File: src/hdl/dsc_defines.vh
// field positions, codes, limits and register offsets of the drum controller
`ifndef DSC_DEFINES_VH
`define DSC_DEFINES_VH

// function and status word fields
`define DSC_CODE_HI      29
`define DSC_CODE_LO      24
`define DSC_UNIT_HI      22
`define DSC_UNIT_LO      20
`define DSC_POS_HI       19
`define DSC_POS_LO       12
`define DSC_TRK_HI       11
`define DSC_TRK_LO       6
`define DSC_SEC_HI       5
`define DSC_SEC_LO       0

// operation codes (octal values written in hex)
`define DSC_OP_WRITE     6'h0A
`define DSC_OP_READ      6'h2A
`define DSC_OP_POS       6'h10
`define DSC_OP_POS_INT   6'h18
`define DSC_OP_SALL_L    6'h2E
`define DSC_OP_SALL_S    6'h2F
`define DSC_OP_SFIRST_L  6'h2C
`define DSC_OP_SFIRST_S  6'h2D
`define DSC_OP_RECOVER   6'h2B
`define DSC_OP_TERM      6'h13
`define DSC_OP_TERM_INT  6'h1B

// completion codes (octal values written in hex)
`define DSC_SC_TIMEOUT   6'h04
`define DSC_SC_EOP_IN    6'h05
`define DSC_SC_PHASE     6'h06
`define DSC_SC_NONREC    6'h07
`define DSC_SC_RECOVER   6'h08
`define DSC_SC_ADDR      6'h0C
`define DSC_SC_SEQ       6'h10
`define DSC_SC_EOP_OUT   6'h14
`define DSC_SC_LENGTH    6'h1C
`define DSC_SC_NORMAL    6'h20
`define DSC_SC_BADCODE   6'h28
`define DSC_SC_BADADDR   6'h2C
`define DSC_SC_WRFAULT   6'h30
`define DSC_SC_NOTREADY  6'h3C

// geometry limits
`define DSC_SEC_LAST     6'h3F
`define DSC_TRK_LAST     6'h3F
`define DSC_POS_LAST     8'h5F
`define DSC_SEC_WORDS    6'h21
`define DSC_SHORT_LAST   6'h3F

// register offsets and reset values
`define DSC_REG_CFG      4'h0
`define DSC_REG_STATE    4'h1
`define DSC_REG_STAT     4'h2
`define DSC_REG_IDENT    4'h3
`define DSC_CFG_RST      8'hFF

`endif

File: src/hdl/dsc_sync.v
// two-flop synchroniser for a vector of independent levels
`timescale 1ns/10ps
module dsc_sync #(
	parameter WIDTH = 12
) (
	// clock and reset
	input  wire             clk_sys,
	input  wire             rstn,
	// levels
	input  wire [WIDTH-1:0] async_in,
	output wire [WIDTH-1:0] sync_out
);

	genvar i;
	generate
		for (i = 0; i < WIDTH; i = i + 1) begin : g_bit
			reg meta_reg;
			reg sync_reg;
			always @(posedge clk_sys or negedge rstn) begin
				if (!rstn) begin
					meta_reg <= 1'b0;
					sync_reg <= 1'b0;
				end else begin
					meta_reg <= async_in[i];
					sync_reg <= meta_reg;
				end
			end
			assign sync_out[i] = sync_reg;
		end
	endgenerate

endmodule // dsc_sync

File: src/hdl/dsc_ctrl.v
// drum store command decoder, transfer sequencer and status reporter
//
// The strobed register port and the register addresses were left to the implementer.
`timescale 1ns/10ps
`include "dsc_defines.vh"
module dsc_ctrl (
	// clock and reset
	input  wire        clk_sys,
	input  wire        rstn,
	// processor channel, inbound
	input  wire [29:0] hi_fw,
	input  wire        hi_fw_stb,
	input  wire [29:0] hi_out_word,
	input  wire        hi_out_stb,
	input  wire        hi_in_ack,
	// processor channel, outbound
	output reg  [29:0] ho_in_word,
	output reg         ho_in_valid,
	output reg         ho_out_req,
	output reg  [29:0] ho_stat_word,
	output reg         ho_stat_stb,
	output reg         ho_ext_int,
	// drum units, inbound
	input  wire [29:0] dr_word,
	input  wire        dr_word_stb,
	input  wire        dr_sector_end,
	input  wire        dr_wr_req,
	input  wire        dr_seek_done,
	input  wire        dr_phase_err,
	input  wire        dr_lpar_err,
	input  wire        dr_addr_missing,
	input  wire        dr_write_fault,
	input  wire        dr_ready,
	// drum units, outbound
	output reg  [22:0] drum_addr,
	output reg         drum_seek,
	output reg         drum_read,
	output reg         drum_write,
	output reg  [29:0] drum_wr_word,
	output reg         drum_wr_stb,
	// register port
	input  wire [3:0]  reg_addr,
	input  wire [31:0] reg_wdata,
	input  wire        reg_wr,
	input  wire        reg_rd,
	output reg  [31:0] reg_rdata
);

	localparam ST_IDLE = 4'b0001;
	localparam ST_IDW  = 4'b0010;
	localparam ST_SEEK = 4'b0100;
	localparam ST_XFER = 4'b1000;

	wire [11:0] raw_in;
	wire [11:0] syn_in;
	reg  [11:0] syn_prev_reg;
	wire [11:0] edge_in;

	reg  [3:0]  st_reg;
	reg  [7:0]  cfg_units_reg;
	reg  [29:0] ident_reg;
	reg  [29:0] last_stat_reg;
	reg  [29:0] out_buf_reg;
	reg         out_full_reg;
	reg         wr_mode_reg;
	reg         rec_mode_reg;
	reg         srch_reg;
	reg         srch_first_reg;
	reg         srch_short_reg;
	reg         int_req_reg;
	reg         term_pend_reg;
	reg         term_int_reg;
	reg  [5:0]  wcnt_reg;
	reg  [5:0]  scnt_reg;
	reg  [1:0]  phase_cnt_reg;
	reg         lpar_reg;

	wire [5:0]  fc;
	wire [2:0]  fw_unit;
	wire [7:0]  fw_pos;
	wire        e_fw;
	wire        e_out;
	wire        e_ack;
	wire        e_word;
	wire        e_send;
	wire        e_wreq;
	wire        e_seek;
	wire        e_phase;
	wire        e_lpar;
	wire        e_amiss;
	wire        e_wfault;
	wire        ready_s;
	wire        word_hit;

	// every pin strobe passes the synchroniser; data words are held stable
	// by the sender while its strobe is high, so they are sampled directly
	assign raw_in = {dr_ready, dr_write_fault, dr_addr_missing, dr_lpar_err,
		dr_phase_err, dr_seek_done, dr_wr_req, dr_sector_end, dr_word_stb,
		hi_in_ack, hi_out_stb, hi_fw_stb};

	dsc_sync #(
		.WIDTH    (12)
	) u_sync (
		.clk_sys  (clk_sys),
		.rstn     (rstn),
		.async_in (raw_in),
		.sync_out (syn_in)
	);

	assign edge_in  = syn_in & ~syn_prev_reg;
	assign e_fw     = edge_in[0];
	assign e_out    = edge_in[1];
	assign e_ack    = edge_in[2];
	assign e_word   = edge_in[3];
	assign e_send   = edge_in[4];
	assign e_wreq   = edge_in[5];
	assign e_seek   = edge_in[6];
	assign e_phase  = edge_in[7];
	assign e_lpar   = edge_in[8];
	assign e_amiss  = edge_in[9];
	assign e_wfault = edge_in[10];
	assign ready_s  = syn_in[11];

	assign fc      = hi_fw[`DSC_CODE_HI:`DSC_CODE_LO];
	assign fw_unit = hi_fw[`DSC_UNIT_HI:`DSC_UNIT_LO];
	assign fw_pos  = hi_fw[`DSC_POS_HI:`DSC_POS_LO];

	// searching compares every word, or only word 0 in first-word mode
	assign word_hit = (dr_word == ident_reg) &&
		(!srch_first_reg || wcnt_reg == 6'h00);

	function fc_valid;
		input [5:0] code;
		begin
			fc_valid = (code == `DSC_OP_WRITE) || (code == `DSC_OP_READ) ||
				(code == `DSC_OP_POS) || (code == `DSC_OP_POS_INT) ||
				(code == `DSC_OP_SALL_L) || (code == `DSC_OP_SALL_S) ||
				(code == `DSC_OP_SFIRST_L) || (code == `DSC_OP_SFIRST_S) ||
				(code == `DSC_OP_RECOVER) || (code == `DSC_OP_TERM) ||
				(code == `DSC_OP_TERM_INT);
		end
	endfunction

	function [29:0] mk_stat;
		input [5:0]  code;
		input [22:0] addr;
		input        with_addr;
		begin
			mk_stat = {code, 1'b0, with_addr ? addr : 23'h000000};
		end
	endfunction

	// ends the operation; later calls in a cycle override earlier ones, so
	// the code below is ordered from low to high priority
	task finish;
		input [5:0] code;
		input       send;
		input       with_addr;
		begin
			st_reg        <= ST_IDLE;
			drum_seek     <= 1'b0;
			drum_read     <= 1'b0;
			drum_write    <= 1'b0;
			ho_in_valid   <= 1'b0;
			out_full_reg  <= 1'b0;
			srch_reg      <= 1'b0;
			wr_mode_reg   <= 1'b0;
			rec_mode_reg  <= 1'b0;
			term_pend_reg <= 1'b0;
			if (send) begin
				ho_stat_word  <= mk_stat(code, drum_addr, with_addr);
				last_stat_reg <= mk_stat(code, drum_addr, with_addr);
				ho_stat_stb   <= 1'b1;
				ho_ext_int    <= 1'b1;
			end
		end
	endtask

	always @(posedge clk_sys or negedge rstn) begin
		if (!rstn) begin
			syn_prev_reg   <= 12'h000;
			st_reg         <= ST_IDLE;
			ident_reg      <= 30'h00000000;
			last_stat_reg  <= 30'h00000000;
			out_buf_reg    <= 30'h00000000;
			out_full_reg   <= 1'b0;
			wr_mode_reg    <= 1'b0;
			rec_mode_reg   <= 1'b0;
			srch_reg       <= 1'b0;
			srch_first_reg <= 1'b0;
			srch_short_reg <= 1'b0;
			int_req_reg    <= 1'b0;
			term_pend_reg  <= 1'b0;
			term_int_reg   <= 1'b0;
			wcnt_reg       <= 6'h00;
			scnt_reg       <= 6'h00;
			phase_cnt_reg  <= 2'h0;
			lpar_reg       <= 1'b0;
			ho_in_word     <= 30'h00000000;
			ho_in_valid    <= 1'b0;
			ho_out_req     <= 1'b0;
			ho_stat_word   <= 30'h00000000;
			ho_stat_stb    <= 1'b0;
			ho_ext_int     <= 1'b0;
			drum_addr      <= 23'h000000;
			drum_seek      <= 1'b0;
			drum_read      <= 1'b0;
			drum_write     <= 1'b0;
			drum_wr_word   <= 30'h00000000;
			drum_wr_stb    <= 1'b0;
		end else begin
			syn_prev_reg <= syn_in;
			ho_out_req   <= 1'b0;
			ho_stat_stb  <= 1'b0;
			ho_ext_int   <= 1'b0;
			drum_wr_stb  <= 1'b0;
			if (e_ack) begin
				ho_in_valid <= 1'b0;
			end
			if (e_out) begin
				out_buf_reg  <= hi_out_word;
				out_full_reg <= 1'b1;
			end
			if (st_reg == ST_XFER && e_phase && phase_cnt_reg != 2'h3) begin
				phase_cnt_reg <= phase_cnt_reg + 2'h1;
			end
			if (st_reg == ST_XFER && e_lpar) begin
				lpar_reg <= 1'b1;
			end
			// read side word stream
			if (st_reg == ST_XFER && !wr_mode_reg && e_word) begin
				if (wcnt_reg == `DSC_SEC_WORDS) begin
					finish(`DSC_SC_LENGTH, 1'b1, 1'b1);
				end else begin
					wcnt_reg <= wcnt_reg + 6'h01;
					if (!srch_reg || word_hit) begin
						srch_reg <= 1'b0;
						if (ho_in_valid && !e_ack) begin
							finish(`DSC_SC_TIMEOUT, 1'b1, 1'b0);
						end else begin
							ho_in_word  <= dr_word;
							ho_in_valid <= 1'b1;
						end
					end
				end
			end
			// write side word requests
			if (st_reg == ST_XFER && wr_mode_reg && e_wreq) begin
				if (wcnt_reg == `DSC_SEC_WORDS) begin
					finish(`DSC_SC_LENGTH, 1'b1, 1'b1);
				end else if (out_full_reg) begin
					drum_wr_word <= out_buf_reg;
					drum_wr_stb  <= 1'b1;
					out_full_reg <= e_out;
					ho_out_req   <= 1'b1;
					wcnt_reg     <= wcnt_reg + 6'h01;
				end else begin
					finish(`DSC_SC_SEQ, 1'b1, 1'b0);
				end
			end
			// sector boundary: check, stop or advance
			if (st_reg == ST_XFER && e_send) begin
				wcnt_reg      <= 6'h00;
				phase_cnt_reg <= 2'h0;
				lpar_reg      <= 1'b0;
				scnt_reg      <= scnt_reg + 6'h01;
				if (!wr_mode_reg && (phase_cnt_reg[1] ||
					(lpar_reg && phase_cnt_reg == 2'h0))) begin
					finish(`DSC_SC_NONREC, 1'b1, 1'b1);
				end else if (!wr_mode_reg && phase_cnt_reg == 2'h1) begin
					finish(`DSC_SC_PHASE, 1'b1, 1'b1);
				end else if (rec_mode_reg) begin
					finish(`DSC_SC_RECOVER, 1'b1, 1'b0);
				end else if (wr_mode_reg && term_pend_reg) begin
					finish(`DSC_SC_NORMAL, term_int_reg, 1'b0);
				end else if (srch_reg && srch_short_reg &&
					scnt_reg == `DSC_SHORT_LAST) begin
					finish(`DSC_SC_EOP_IN, 1'b1, 1'b1);
				end else if (drum_addr[`DSC_SEC_HI:`DSC_SEC_LO] !=
					`DSC_SEC_LAST) begin
					drum_addr[`DSC_SEC_HI:`DSC_SEC_LO] <=
						drum_addr[`DSC_SEC_HI:`DSC_SEC_LO] + 6'h01;
				end else if (drum_addr[`DSC_TRK_HI:`DSC_TRK_LO] !=
					`DSC_TRK_LAST) begin
					drum_addr[`DSC_SEC_HI:`DSC_SEC_LO] <= 6'h00;
					drum_addr[`DSC_TRK_HI:`DSC_TRK_LO] <=
						drum_addr[`DSC_TRK_HI:`DSC_TRK_LO] + 6'h01;
				end else begin
					// moving to the next position needs a head change
					finish(wr_mode_reg ? `DSC_SC_EOP_OUT : `DSC_SC_EOP_IN,
						1'b1, 1'b1);
				end
			end
			if (st_reg == ST_SEEK && e_seek) begin
				finish(`DSC_SC_NORMAL, int_req_reg, 1'b0);
			end
			if (st_reg == ST_XFER && wr_mode_reg && e_wfault) begin
				finish(`DSC_SC_WRFAULT, 1'b1, 1'b1);
			end
			if (st_reg != ST_IDLE && st_reg != ST_IDW && e_amiss) begin
				finish(`DSC_SC_ADDR, 1'b1, 1'b1);
			end
			// function words from the processor
			if (e_fw && st_reg == ST_IDW) begin
				ident_reg <= hi_fw;
				st_reg    <= ST_XFER;
				drum_read <= 1'b1;
			end else if (e_fw && (fc == `DSC_OP_TERM ||
				fc == `DSC_OP_TERM_INT)) begin
				if (st_reg == ST_XFER && wr_mode_reg) begin
					term_pend_reg <= 1'b1;
					term_int_reg  <= (fc == `DSC_OP_TERM_INT);
				end else begin
					if (st_reg == ST_XFER) begin
						ho_out_req <= 1'b1;
					end
					finish(`DSC_SC_NORMAL, fc == `DSC_OP_TERM_INT,
						1'b0);
				end
			end else if (e_fw && st_reg == ST_IDLE) begin
				wcnt_reg       <= 6'h00;
				scnt_reg       <= 6'h00;
				phase_cnt_reg  <= 2'h0;
				lpar_reg       <= 1'b0;
				drum_addr      <= hi_fw[`DSC_UNIT_HI:`DSC_SEC_LO];
				int_req_reg    <= (fc == `DSC_OP_POS_INT);
				srch_first_reg <= (fc == `DSC_OP_SFIRST_L) ||
					(fc == `DSC_OP_SFIRST_S);
				srch_short_reg <= (fc == `DSC_OP_SALL_S) ||
					(fc == `DSC_OP_SFIRST_S);
				if (!fc_valid(fc)) begin
					finish(`DSC_SC_BADCODE, 1'b1, 1'b0);
				end else if (!ready_s) begin
					finish(`DSC_SC_NOTREADY, 1'b1, 1'b0);
				end else if (!cfg_units_reg[fw_unit] ||
					fw_pos > `DSC_POS_LAST) begin
					finish(`DSC_SC_BADADDR, 1'b1, 1'b0);
				end else if (fc == `DSC_OP_WRITE) begin
					st_reg       <= ST_XFER;
					wr_mode_reg  <= 1'b1;
					drum_write   <= 1'b1;
					out_full_reg <= 1'b0;
					ho_out_req   <= 1'b1;
				end else if (fc == `DSC_OP_POS || fc == `DSC_OP_POS_INT) begin
					st_reg    <= ST_SEEK;
					drum_seek <= 1'b1;
				end else if (fc == `DSC_OP_READ || fc == `DSC_OP_RECOVER) begin
					st_reg       <= ST_XFER;
					drum_read    <= 1'b1;
					rec_mode_reg <= (fc == `DSC_OP_RECOVER);
				end else begin
					st_reg   <= ST_IDW;
					srch_reg <= 1'b1;
				end
			end
		end
	end

	// register port: data answers in the cycle after the read strobe only
	always @(posedge clk_sys or negedge rstn) begin
		if (!rstn) begin
			cfg_units_reg <= `DSC_CFG_RST;
			reg_rdata     <= 32'h00000000;
		end else begin
			if (reg_wr && reg_addr == `DSC_REG_CFG) begin
				cfg_units_reg <= reg_wdata[7:0];
			end
			if (!reg_rd) begin
				reg_rdata <= 32'h00000000;
			end else if (reg_addr == `DSC_REG_CFG) begin
				reg_rdata <= {24'h000000, cfg_units_reg};
			end else if (reg_addr == `DSC_REG_STATE) begin
				reg_rdata <= {22'h000000, srch_reg, wr_mode_reg,
					rec_mode_reg, term_pend_reg, out_full_reg, ho_in_valid,
					st_reg};
			end else if (reg_addr == `DSC_REG_STAT) begin
				reg_rdata <= {2'h0, last_stat_reg};
			end else if (reg_addr == `DSC_REG_IDENT) begin
				reg_rdata <= {2'h0, ident_reg};
			end else begin
				reg_rdata <= 32'h00000000;
			end
		end
	end

endmodule // dsc_ctrl

File: config.mk
export PLATFORM = sky130hd
export DESIGN_NAME = dsc_ctrl
export DESIGN_NICKNAME = d
export VERILOG_FILES = /design/src/hdl/dsc_sync.v /design/src/hdl/dsc_ctrl.v
export VERILOG_INCLUDE_DIRS = /design/src /design/src/hdl
export SDC_FILE = /design/constraint.sdc
export NUM_CORES = 1
export LEC_CHECK = 0
export BUFFER_PORTS_ARGS = -buffer_cell sky130_fd_sc_hd__buf_2
export CORE_UTILIZATION = 43
export DETAILED_ROUTE_END_ITERATION = 6
export PLACE_DENSITY = 0.74
export REMOVE_ABC_BUFFERS = 1
export SETUP_SLACK_MARGIN = 0.05
export SLEW_MARGIN = 20
export SYNTH_ARGS = -nofsm -noshare
export SYNTH_HDL_FRONTEND = slang
export SYNTH_SLANG_ARGS = --single-unit
File: constraint.sdc
create_clock -name clk_sys -period 4 [get_ports clk_sys]
set_input_delay 0.2 -clock clk_sys [delete_from_list [all_inputs] [get_ports clk_sys]]
set_output_delay 0.2 -clock clk_sys [all_outputs]
set_load 0.01 [all_outputs]
**After elaboration in Yosys (flattened, before gate mapping)**

Cells that the tools add are included.

- Word-level logic and storage cells: 558
- Output and inout bits: 153
- Register bits after elaboration: 313

- Reduce and logical (&&, ||, !) cells: 55
- $lt $le $gt $ge: 2
- $add $sub $neg: 5
- Bitwise operators: 6
- Equality and inequality tests: 27
- Mux-type cells: 407

Operators by type and width:

| cell | count |
|---|---|
| 2-to-1 mux 30 bit | 61 |
| 2-to-1 mux 1 bit | 286 |
| 2-to-1 mux 12 bit | 10 |
| 2-to-1 mux 4 bit | 28 |
| 2-to-1 mux 6 bit | 15 |
| equality test 6 bit (second input constant) | 8 |
| equality test 30 bit | 1 |
| adder 6 x 1 -> 6 bit (second input constant) | 4 |
| equality test 6 x 5 -> 1 bit (second input constant) | 4 |
| logical AND 1 bit | 24 |
| logical OR 1 bit | 19 |
| equality test 4 x 2 -> 1 bit (second input constant) | 3 |
| inequality test 6 bit (second input constant) | 2 |
| AND 11 bit | 1 |
| inverter 11 bit | 1 |
| 2-to-1 mux 2 bit | 5 |
| AND reduction 3 bit | 3 |
| equality test 4 x 1 -> 1 bit (second input constant) | 2 |
| > comparator 8 x 7 -> 1 bit (second input constant) | 1 |
| equality test 6 x 4 -> 1 bit (second input constant) | 1 |
| logical NOT 6 bit | 1 |
| logical NOT 1 bit | 5 |
| 2-to-1 mux 5 bit | 1 |
| equality test 4 x 3 -> 1 bit (second input constant) | 1 |
| 12 further kinds | 15 |

**Depth between registers and ports, before layout**

Gate-level depths: netlist (run 1).

- Depth after elaboration: 31
- Depth in mapped cells: 11
- Mapped depth without buffers: 9

**Modules after synthesis**

From an unflattened synthesis (run 1), not the netlist that was laid out.

- Cell total of the unflattened synthesis: 1,371
- Area total of the unflattened synthesis: 14,368.8 um^2

Modules (own cells, without submodules):

| module | area each (um^2) | cells each | instances | sequential area each (um^2) |
|---|---|---|---|---|
| dsc_ctrl | 13,678.1 | 1,335 | 1 | 7,193.1 |
| dsc_sync | 690.7 | 36 | 1 | 600.6 |

**Worst setup path after synthesis (run 1)**

No wires, ideal clock.

- Path kind: register to register
- Start point: register st_reg[0]
- End point: register last_stat_reg[14]
- Buffers on the path: 3
- Arrival time: 2,403 ps
- Period minus slack after synthesis: 2,529 ps
- Stages on the path, launching flop included: 11
- Library setup time: 126 ps
- Setup slack: 1,471 ps
- Path through: dfstp_2 > buf_6 > or4b_4 > or2_1 > buf_2 > nor2_2 > and4_1 > nor3_2 > nor3b_2 > buf_6 > a221o_1

- Word-level cells in the longest chain between the ends: 25
- Elaborated cells on any way between the ends: 42

Ends and longest elaborated chain:

| what | line | RTL |
|---|---|---|
| start, declared | dsc_ctrl.v:59 | `reg [3:0] st_reg;` |
| start signal, assigned | dsc_ctrl.v:182 | `st_reg <= ST_IDLE;` |
| start signal, assigned | dsc_ctrl.v:306 | `st_reg <= ST_XFER;` |
| start signal, assigned | dsc_ctrl.v:339 | `st_reg <= ST_XFER;` |
| equality test 4 bit | - |  |
| logical AND 1 bit (2 in a row) | dsc_ctrl.v:231 | `if (st_reg == ST_XFER && !wr_mode_reg && e_word) begin` |
| 2-to-1 mux 30 bit | dsc_ctrl.v:231 |  |
| 2-to-1 mux 30 bit | dsc_ctrl.v:251 | `end else if (out_full_reg) begin` |
| 2-to-1 mux 30 bit | dsc_ctrl.v:249 | `` if (wcnt_reg == `DSC_SEC_WORDS) begin `` |
| 2-to-1 mux 30 bit | dsc_ctrl.v:248 | `if (st_reg == ST_XFER && wr_mode_reg && e_wreq) begin` |
| 2-to-1 mux 30 bit | dsc_ctrl.v:283 | `` end else if (drum_addr[`DSC_TRK_HI:`DSC_TRK_LO] != `` |
| 2-to-1 mux 30 bit | dsc_ctrl.v:279 | `` end else if (drum_addr[`DSC_SEC_HI:`DSC_SEC_LO] != `` |
| [8 not listed] | - |  |
| 2-to-1 mux 30 bit | dsc_ctrl.v:297 | `if (st_reg == ST_XFER && wr_mode_reg && e_wfault) begin` |
| 2-to-1 mux 30 bit | dsc_ctrl.v:300 | `if (st_reg != ST_IDLE && st_reg != ST_IDW && e_amiss) begin` |
| 2-to-1 mux 30 bit | dsc_ctrl.v:335 | `end else if (!cfg_units_reg[fw_unit] \|\|` |
| 2-to-1 mux 30 bit | dsc_ctrl.v:333 | `end else if (!ready_s) begin` |
| 2-to-1 mux 30 bit | dsc_ctrl.v:331 | `if (!fc_valid(fc)) begin` |
| 2-to-1 mux 30 bit | dsc_ctrl.v:320 | `end else if (e_fw && st_reg == ST_IDLE) begin` |
| 2-to-1 mux 30 bit | dsc_ctrl.v:308 | `` end else if (e_fw && (fc == `DSC_OP_TERM \|\| `` |
| 2-to-1 mux 30 bit * | dsc_ctrl.v:304 | `if (e_fw && st_reg == ST_IDW) begin` |
| end signal, assigned | dsc_ctrl.v:184 | `last_stat_reg <= 30'h00000000;` |
| end, declared | dsc_ctrl.v:62 | `reg [29:0] last_stat_reg;` |

Mark *: on every way between the ends. The rest lies on a longest branch, timed or not.
A chain may end at the register's enable or synchronous reset.

**Worst setup path after layout (run 1)**

- Start point: register phase_cnt_reg[1]
- End point: register last_stat_reg[16]

- Word-level cells in the longest chain between the ends: 16
- Elaborated cells on any way between the ends: 21

Ends and longest elaborated chain:

| what | line | RTL |
|---|---|---|
| start, declared | dsc_ctrl.v:75 | `reg [1:0] phase_cnt_reg;` |
| start signal, assigned | dsc_ctrl.v:225 | `phase_cnt_reg <= phase_cnt_reg + 2'h1;` |
| logical NOT 2 bit | dsc_ctrl.v:268 | `(lpar_reg && phase_cnt_reg == 2'h0))) begin` |
| logical AND 1 bit | dsc_ctrl.v:268 |  |
| logical OR 1 bit | dsc_ctrl.v:267 | `if (!wr_mode_reg && (phase_cnt_reg[1] \|\|` |
| logical AND 1 bit | dsc_ctrl.v:267 |  |
| 2-to-1 mux 30 bit * | dsc_ctrl.v:267 |  |
| 2-to-1 mux 30 bit * | dsc_ctrl.v:262 | `if (st_reg == ST_XFER && e_send) begin` |
| 2-to-1 mux 30 bit | dsc_ctrl.v:170 | `if (send) begin` |
| 2-to-1 mux 30 bit * | dsc_ctrl.v:294 | `if (st_reg == ST_SEEK && e_seek) begin` |
| 2-to-1 mux 30 bit * | dsc_ctrl.v:297 |  |
| 2-to-1 mux 30 bit * | dsc_ctrl.v:300 |  |
| 2-to-1 mux 30 bit | dsc_ctrl.v:335 |  |
| 2-to-1 mux 30 bit | dsc_ctrl.v:333 |  |
| 2-to-1 mux 30 bit | dsc_ctrl.v:331 |  |
| 2-to-1 mux 30 bit | dsc_ctrl.v:320 |  |
| 2-to-1 mux 30 bit | dsc_ctrl.v:308 |  |
| 2-to-1 mux 30 bit * | dsc_ctrl.v:304 |  |

Marks and branches as above.

==> flow_summary.ini, run 1 <==
[cts]
clockBufferDepth = 3
cts_buffers = 36
htree_num_levels = 2
cts_hold_buf = 107
clock-sinks = 311
post_cts_resized = 0
post-cts-setup-buffer-count = 0
cts_tree = done
cts.clk_slew.worst_paths_ns = 0.06
insertion_delay_ns = 0.53
root_buffer = clkbuf_16

[timing]
setup_viol = 0
rsz0062_at_grt = false
setup-tns-final_ns = 0
hold_viol = 0
report.final.slew_viol_count = 0
slew_headroom_pct = 24.2
max_freq_ghz = 0.302
tightest_slew_ns = 1.13
skew_ns = 0.0238
period_minus_slack_ns = 3.31
setup_slack_ns = 0.691
post-route-period-util_pct = 82.7
whs_ns = 0.0315

[synthesis]
avgSynthCellArea_sq_um = 10.5
synthCells = 1359
yosysMostFrequentCell = dfrtp_1
synth_flop_cell = dfrtp_1
async_flop_share_pct = 100
mappedNetlistArea_sq_um = 14300
ys_types = 84
ys_warn_count = 0
synth_common_cells = dfrtp_1, nand2_1, nor2_1
ys_ff_latch = 311
synth-edff-count = 0
yosys.area.top_type_share_pct = 52.9
yosys.area.top_type = dfrtp_1
synth_seq_area_share_pct = 54.6
yosys-top-cells-area = dfrtp_1, mux2_2, nand2_1

[global_routing]
antenna_found_initial = 0
grt_max_degree = 109
grt.total_usage_pct = 26.5
grt_pass1_vias = 12600
grt_pass1_wl_um = 69300
overflow = 0

[setup_path]
path_cells = inv_1 -> ha_1 -> a211oi_1 -> nor2_1 -> o21ai_0 -> o21ai_2 -> nor4_2 -> and3_1 -> a221o_1
r2r_start = phase_cnt_reg[1]$_DFF_PN0_
crit_type = register to register
cp.required_ns = 4.46
end_kind = register
startpoint_type = register
slowest_stage = nor4_2
critical_path.max_stage_delay_ns = 0.88
cp.arrival_ns = 3.77
reg2reg_to = last_stat_reg[16]$_DFF_PN0_
r2r_slack_ns = 0.69
reg2reg_depth = 9
critPathMaxFanout = 9

[placement]
portBuffers = 268
dp_hpwl_um = 31000
gp_congestion = 0.954
dp_slack_ns = 0.832

[layout]
nNetsFinal = 1877
fin_util_pct = 56.5
areaGrowthSynthToFinish_pct = 29.0
drive_above_1_share_pct = 28.4
antennaDiodeCount = 0

[detailed_routing]
post-route-drc-count = 0
vias = 12400
drt_iter0_markers = 1029
wl_um = 45100
ant_nets = 0
avgRoutedWirePerCell_um = 20.6
routed_via_density = 5.63
firstDrtPassIters = 5

[outcome]
status = finished, final reports clean

[die]
die_h_um = 184
die_w_um = 184
initial_core_util_pct = 43.8
rows = 66
coreArea_sq_um = 32600
pin_count = 295
die-area_sq_um = 33900

[hold_path]
hold_path.startpoint = hi_fw[21]
min_delay_path_depth = 3
min_to = drum_addr[21]$_DFFE_PN0P_
hold_path.class = input pin to register

[pwr]
power_mw = 9.59
leakagePower_nw = 9.04
power_density_nw_per_um2 = 521
peakVddDrop_uv = 363

[flow_run]
drv_cap = 0
==> layer usage <==
layer | global-route usage [%] | up-vias | wire length (um)
met5 | 0 | - | 0
met3 | 5.22 | 124 | 3780
met4 | 11.4 | 0 | 1900
met1 | 33.1 | 6024 | 17900
li1 | - | 5555 | -
met2 | 44.6 | 658 | 21500
==> area by class of cell <==
type,count,area [sq um]
timing repair buffer,406,2690
clock inverter,13,191
inverter,22,82.6
tap,442,553
clock buffer,52,1050
sequential,311,7790
fill,2724,14200
multi-input combinational,948,6050
==> per-stage QoR <==
step                      cell area [sq um]  cells
after floorplan                       13900   1281
after global placement                16100   2022
after detailed placement              16100   2022
after CTS                             18400   2194
after global routing                  18400   2194
final                                 18400   2194
==> report_power, final <==
part	internal [mW]	switching, mW	leakage, nW
Sequential	3.65	0.577	3.99
Clock	2.11	1.33	0.610
Combinational	0.889	1.04	4.44
Total	6.65	2.94	9.04
==> worst max-delay path by stage <==
stage | from | to | slack (ns) | depth (start not counted)
after floorplan | wr_mode_reg$_DFF_PN0_ | last_stat_reg[11]$_DFF_PN0_ | 0.50 | 7
after CTS | phase_cnt_reg[1]$_DFF_PN0_ | last_stat_reg[16]$_DFF_PN0_ | 0.80 | 9
final | phase_cnt_reg[1]$_DFF_PN0_ | last_stat_reg[16]$_DFF_PN0_ | 0.69 | 9
after detailed placement | st_reg[1]$_DFF_PN0_ | last_stat_reg[16]$_DFF_PN0_ | 0.83 | 7
after global placement | st_reg[3]$_DFF_PN0_ | last_stat_reg[18]$_DFF_PN0_ | 0.88 | 7
after global routing | phase_cnt_reg[1]$_DFF_PN0_ | last_stat_reg[16]$_DFF_PN0_ | 0.48 | 9
==> cell usage in the layout, fill, tap and decap left out, drive strengths merged, types with 9 or more instances in the layout <==
| cell type | instances |
|---|---|
| a21oi | 63 |
| nor2 | 124 |
| a31oi | 10 |
| a211oi | 21 |
| xnor2 | 35 |
| dfrtp | 302 |
| buf | 299 |
| ha | 10 |
| inv | 23 |
| o22ai | 25 |
| clkbuf | 52 |
| or2 | 15 |
| nor3 | 13 |
| mux2i | 22 |
| o31ai | 9 |
| nand2b | 9 |
| a22o | 15 |
| nand2 | 210 |
| mux2 | 95 |
| and3 | 18 |
| nand3 | 41 |
| dlygate4sd3 | 107 |
| o211ai | 10 |
| nand4 | 12 |
| o21ai | 67 |
| dfstp | 9 |
| a221o | 11 |
| a221oi | 10 |
==> logic make-up (layout without fill, tap and decap cells) <==
family	Yosys count	after routing	synth area share, %
buffers and inverters	101	493	3.17
muxes	117	117	9.06
and+or+nand+nor	492	492	16.0
DFF	311	311	54.6
adders and majority gates	10	10	0.876
xor gates and xnor gates	42	42	2.58
AOI/OAI and AO/OA	285	285	13.7
other	1	2	0.0263
==> worst max-delay path, delay by kind of cell (launching register included) <==
family                     cells  cell delay, ns
DFF                            1            0.41
buffers and inverters          1            0.08
and+or+nand+nor                3            1.38
AOI/OAI and AO/OA              4            1.20
adders and majority gates      1            0.19
(Power assumes the default switching activity.)
==> inputs of run 2 (changes only) <==
clock period = 3.1 ns   (was 4 ns; I/O delays follow)
==> run 2 against run 1 <==
Net effect:
- core utilization grew 0.86 points
- first-iteration DRC count grew 1.7%
- clock power rose by 28%
- worst setup slack got worse by 0.44 ns
- routed wire length increased by 0.12%
- design area increased by 1.5%
- final cell count up 1.5%
- sequential power grew 27%
- register-to-register slack got worse by 0.44 ns
- combinational power is 37% higher
- die area did not move
- critical endpoint is now ho_stat_word[27]$_DFF_PN0_
==> flow_summary.ini, run 2 (synthesized netlist as in run 1, its figures left out) <==
[detailed_routing]
maxUsedRoutingLayer = met4
avgRoutedWirePerCell_um = 20.3
ant_nets = 0
routed_via_density = 5.65
vias = 12600
wl_met1_um = 17800
firstDrtPassIters = 6
post-route-drc-count = 0
wl_um = 45200
routed-wl-met2_um = 21100
wl_met3_um = 4250
drt_iter0_markers = 1046

[cts]
cts.clk_slew.worst_paths_ns = 0.06
root_buffer = clkbuf_16
clockBufferDepth = 3
cts_tree = done
cts_buffers = 36
htree_num_levels = 2
post-cts-setup-buffer-count = 0
clock-sinks = 311
insertion_delay_ns = 0.52

[timing]
post-route-period-util_pct = 91.8
max_freq_ghz = 0.352
slew_headroom_pct = 37.1
rsz0062_at_grt = false
whs_ns = 0.0220
setup_viol = 0
setup_slack_ns = 0.256
hold_viol = 0
report.final.slew_viol_count = 0
skew_ns = 0.0285
period_minus_slack_ns = 2.84
tightest_slew_ns = 0.941

[global_routing]
grt_max_degree = 96
grt_pass1_wl_um = 69600
overflow = 0
antenna_found_initial = 0
grt_pass1_vias = 12700
grt.total_usage_pct = 26.4

[flow_run]
drv_cap = 0

[setup_path]
critPathMaxFanout = 17
cp.arrival_ns = 3.30
startpoint_type = register
crit_type = register to register
cp.required_ns = 3.56
end_kind = register
reg2reg_depth = 7

[layout]
fillers = 2659
areaGrowthSynthToFinish_pct = 31.0
layout_common_cells = dfrtp_1, buf_2, nand2_1
antennaDiodeCount = 0
nNetsFinal = 1912
fin_cells = 2228
final_common_cell = dfrtp_1
drive_above_1_share_pct = 29.9
fin_util_pct = 57.3

[die]
die-area_sq_um = 33900
coreArea_sq_um = 32600
die_h_um = 184
die_w_um = 184
initial_core_util_pct = 43.8
rows = 66
pin_count = 295

[placement]
placed_cells = 2056
dp_hpwl_um = 31500
portBuffers = 268
dp_slack_ns = 0.257
gp_congestion = 1.01

[outcome]
status = finished, final reports clean

[pwr]
power_density_nw_per_um2 = 664
leakagePower_nw = 9.20
peakVddDrop_uv = 421

[hold_path]
min_delay_path_depth = 3
hold_path.class = input pin to register
run 2: cell count changes in the layout (fill, tap and decap cells not counted), moves of 2 or more:
cell,change
clkbuf_1,-3
buf_4,+32
clkinvlp_4,+3
clkbuf_8,+3
inv_8,-2
buf_12,+2
clkinv_2,-2
clkbuf_16,-2
run 2: cell type report:
| type | instances | area (sq um) | area share (%) |
|---|---|---|---|
| inverters | 22 | 82.6 | 0.442 |
| flip-flops and latches | 311 | 7790 | 41.7 |
| well taps | 442 | 553 | 2.96 |
| multi-input cells | 948 | 6060 | 32.4 |
| repair buffers | 441 | 2980 | 15.9 |
| clock inverters | 14 | 199 | 1.06 |
| clock buffers | 50 | 1030 | 5.53 |
run 2: stage by stage:
step,power [mW],setup TNS [ns],area (sq um)
2_1_floorplan,6.65,-14.51,13900
3_3_place_gp,7.83,0,16400
3_5_place_dp,7.93,0,16400
4_1_cts,12.4,0,18700
5_1_grt,13.0,0,18700
6_report,12.4,0,18700
run 2: report_power, final:
part | switching [mW] | internal [mW]
Clock | 1.71 | 2.67
Combinational | 1.44 | 1.21
Sequential | 0.679 | 4.72
Total | 3.82 | 8.60
run 2: metal layers:
metal | global-route usage, % | vias to the layer above
met5 | 0 | -
met4 | 11.9 | 0
met3 | 6.09 | 141
met2 | 43.9 | 726
met1 | 32.8 | 6082
li1 | - | 5637
run 2: timing repair:
| item | 4_1_cts | 5_1_grt |
|---|---|---|
| resized for setup | 0 | 2 |
| endpoints found under the hold margin | 218 | 0 |
| setup endpoints to repair | 0 | 3 |
| hold buffers | 108 | 0 |
run 2: path summary, 6_finish.rpt:
check / startpoint / end / slack, ns
min in group asynchronous: rstn / phase_cnt_reg[0]$_DFF_PN0_ / 0.27
max: st_reg[0]$_DFF_PN1_ / ho_stat_word[27]$_DFF_PN0_ / 0.26
min reg2reg: u_sync.g_bit[2].meta_reg$_DFF_PN0_ / u_sync.g_bit[2].sync_reg$_DFF_PN0_ / 0.34
max reg2reg: st_reg[0]$_DFF_PN1_ / ho_stat_word[27]$_DFF_PN0_ / 0.26
min: hi_fw[26] / srch_short_reg$_DFFE_PN0P_ / 0.02
max in group asynchronous: rstn / st_reg[0]$_DFF_PN1_ / 1.89
run 2: worst max-delay path: stages (launching register included):
cell	delay, ns
dfstp_2	0.43
or4b_4	0.61
nor3b_2	0.27
buf_4	0.28
nand2_1	0.10
a2111oi_0	0.69
and2_1	0.25
a221o_1	0.15
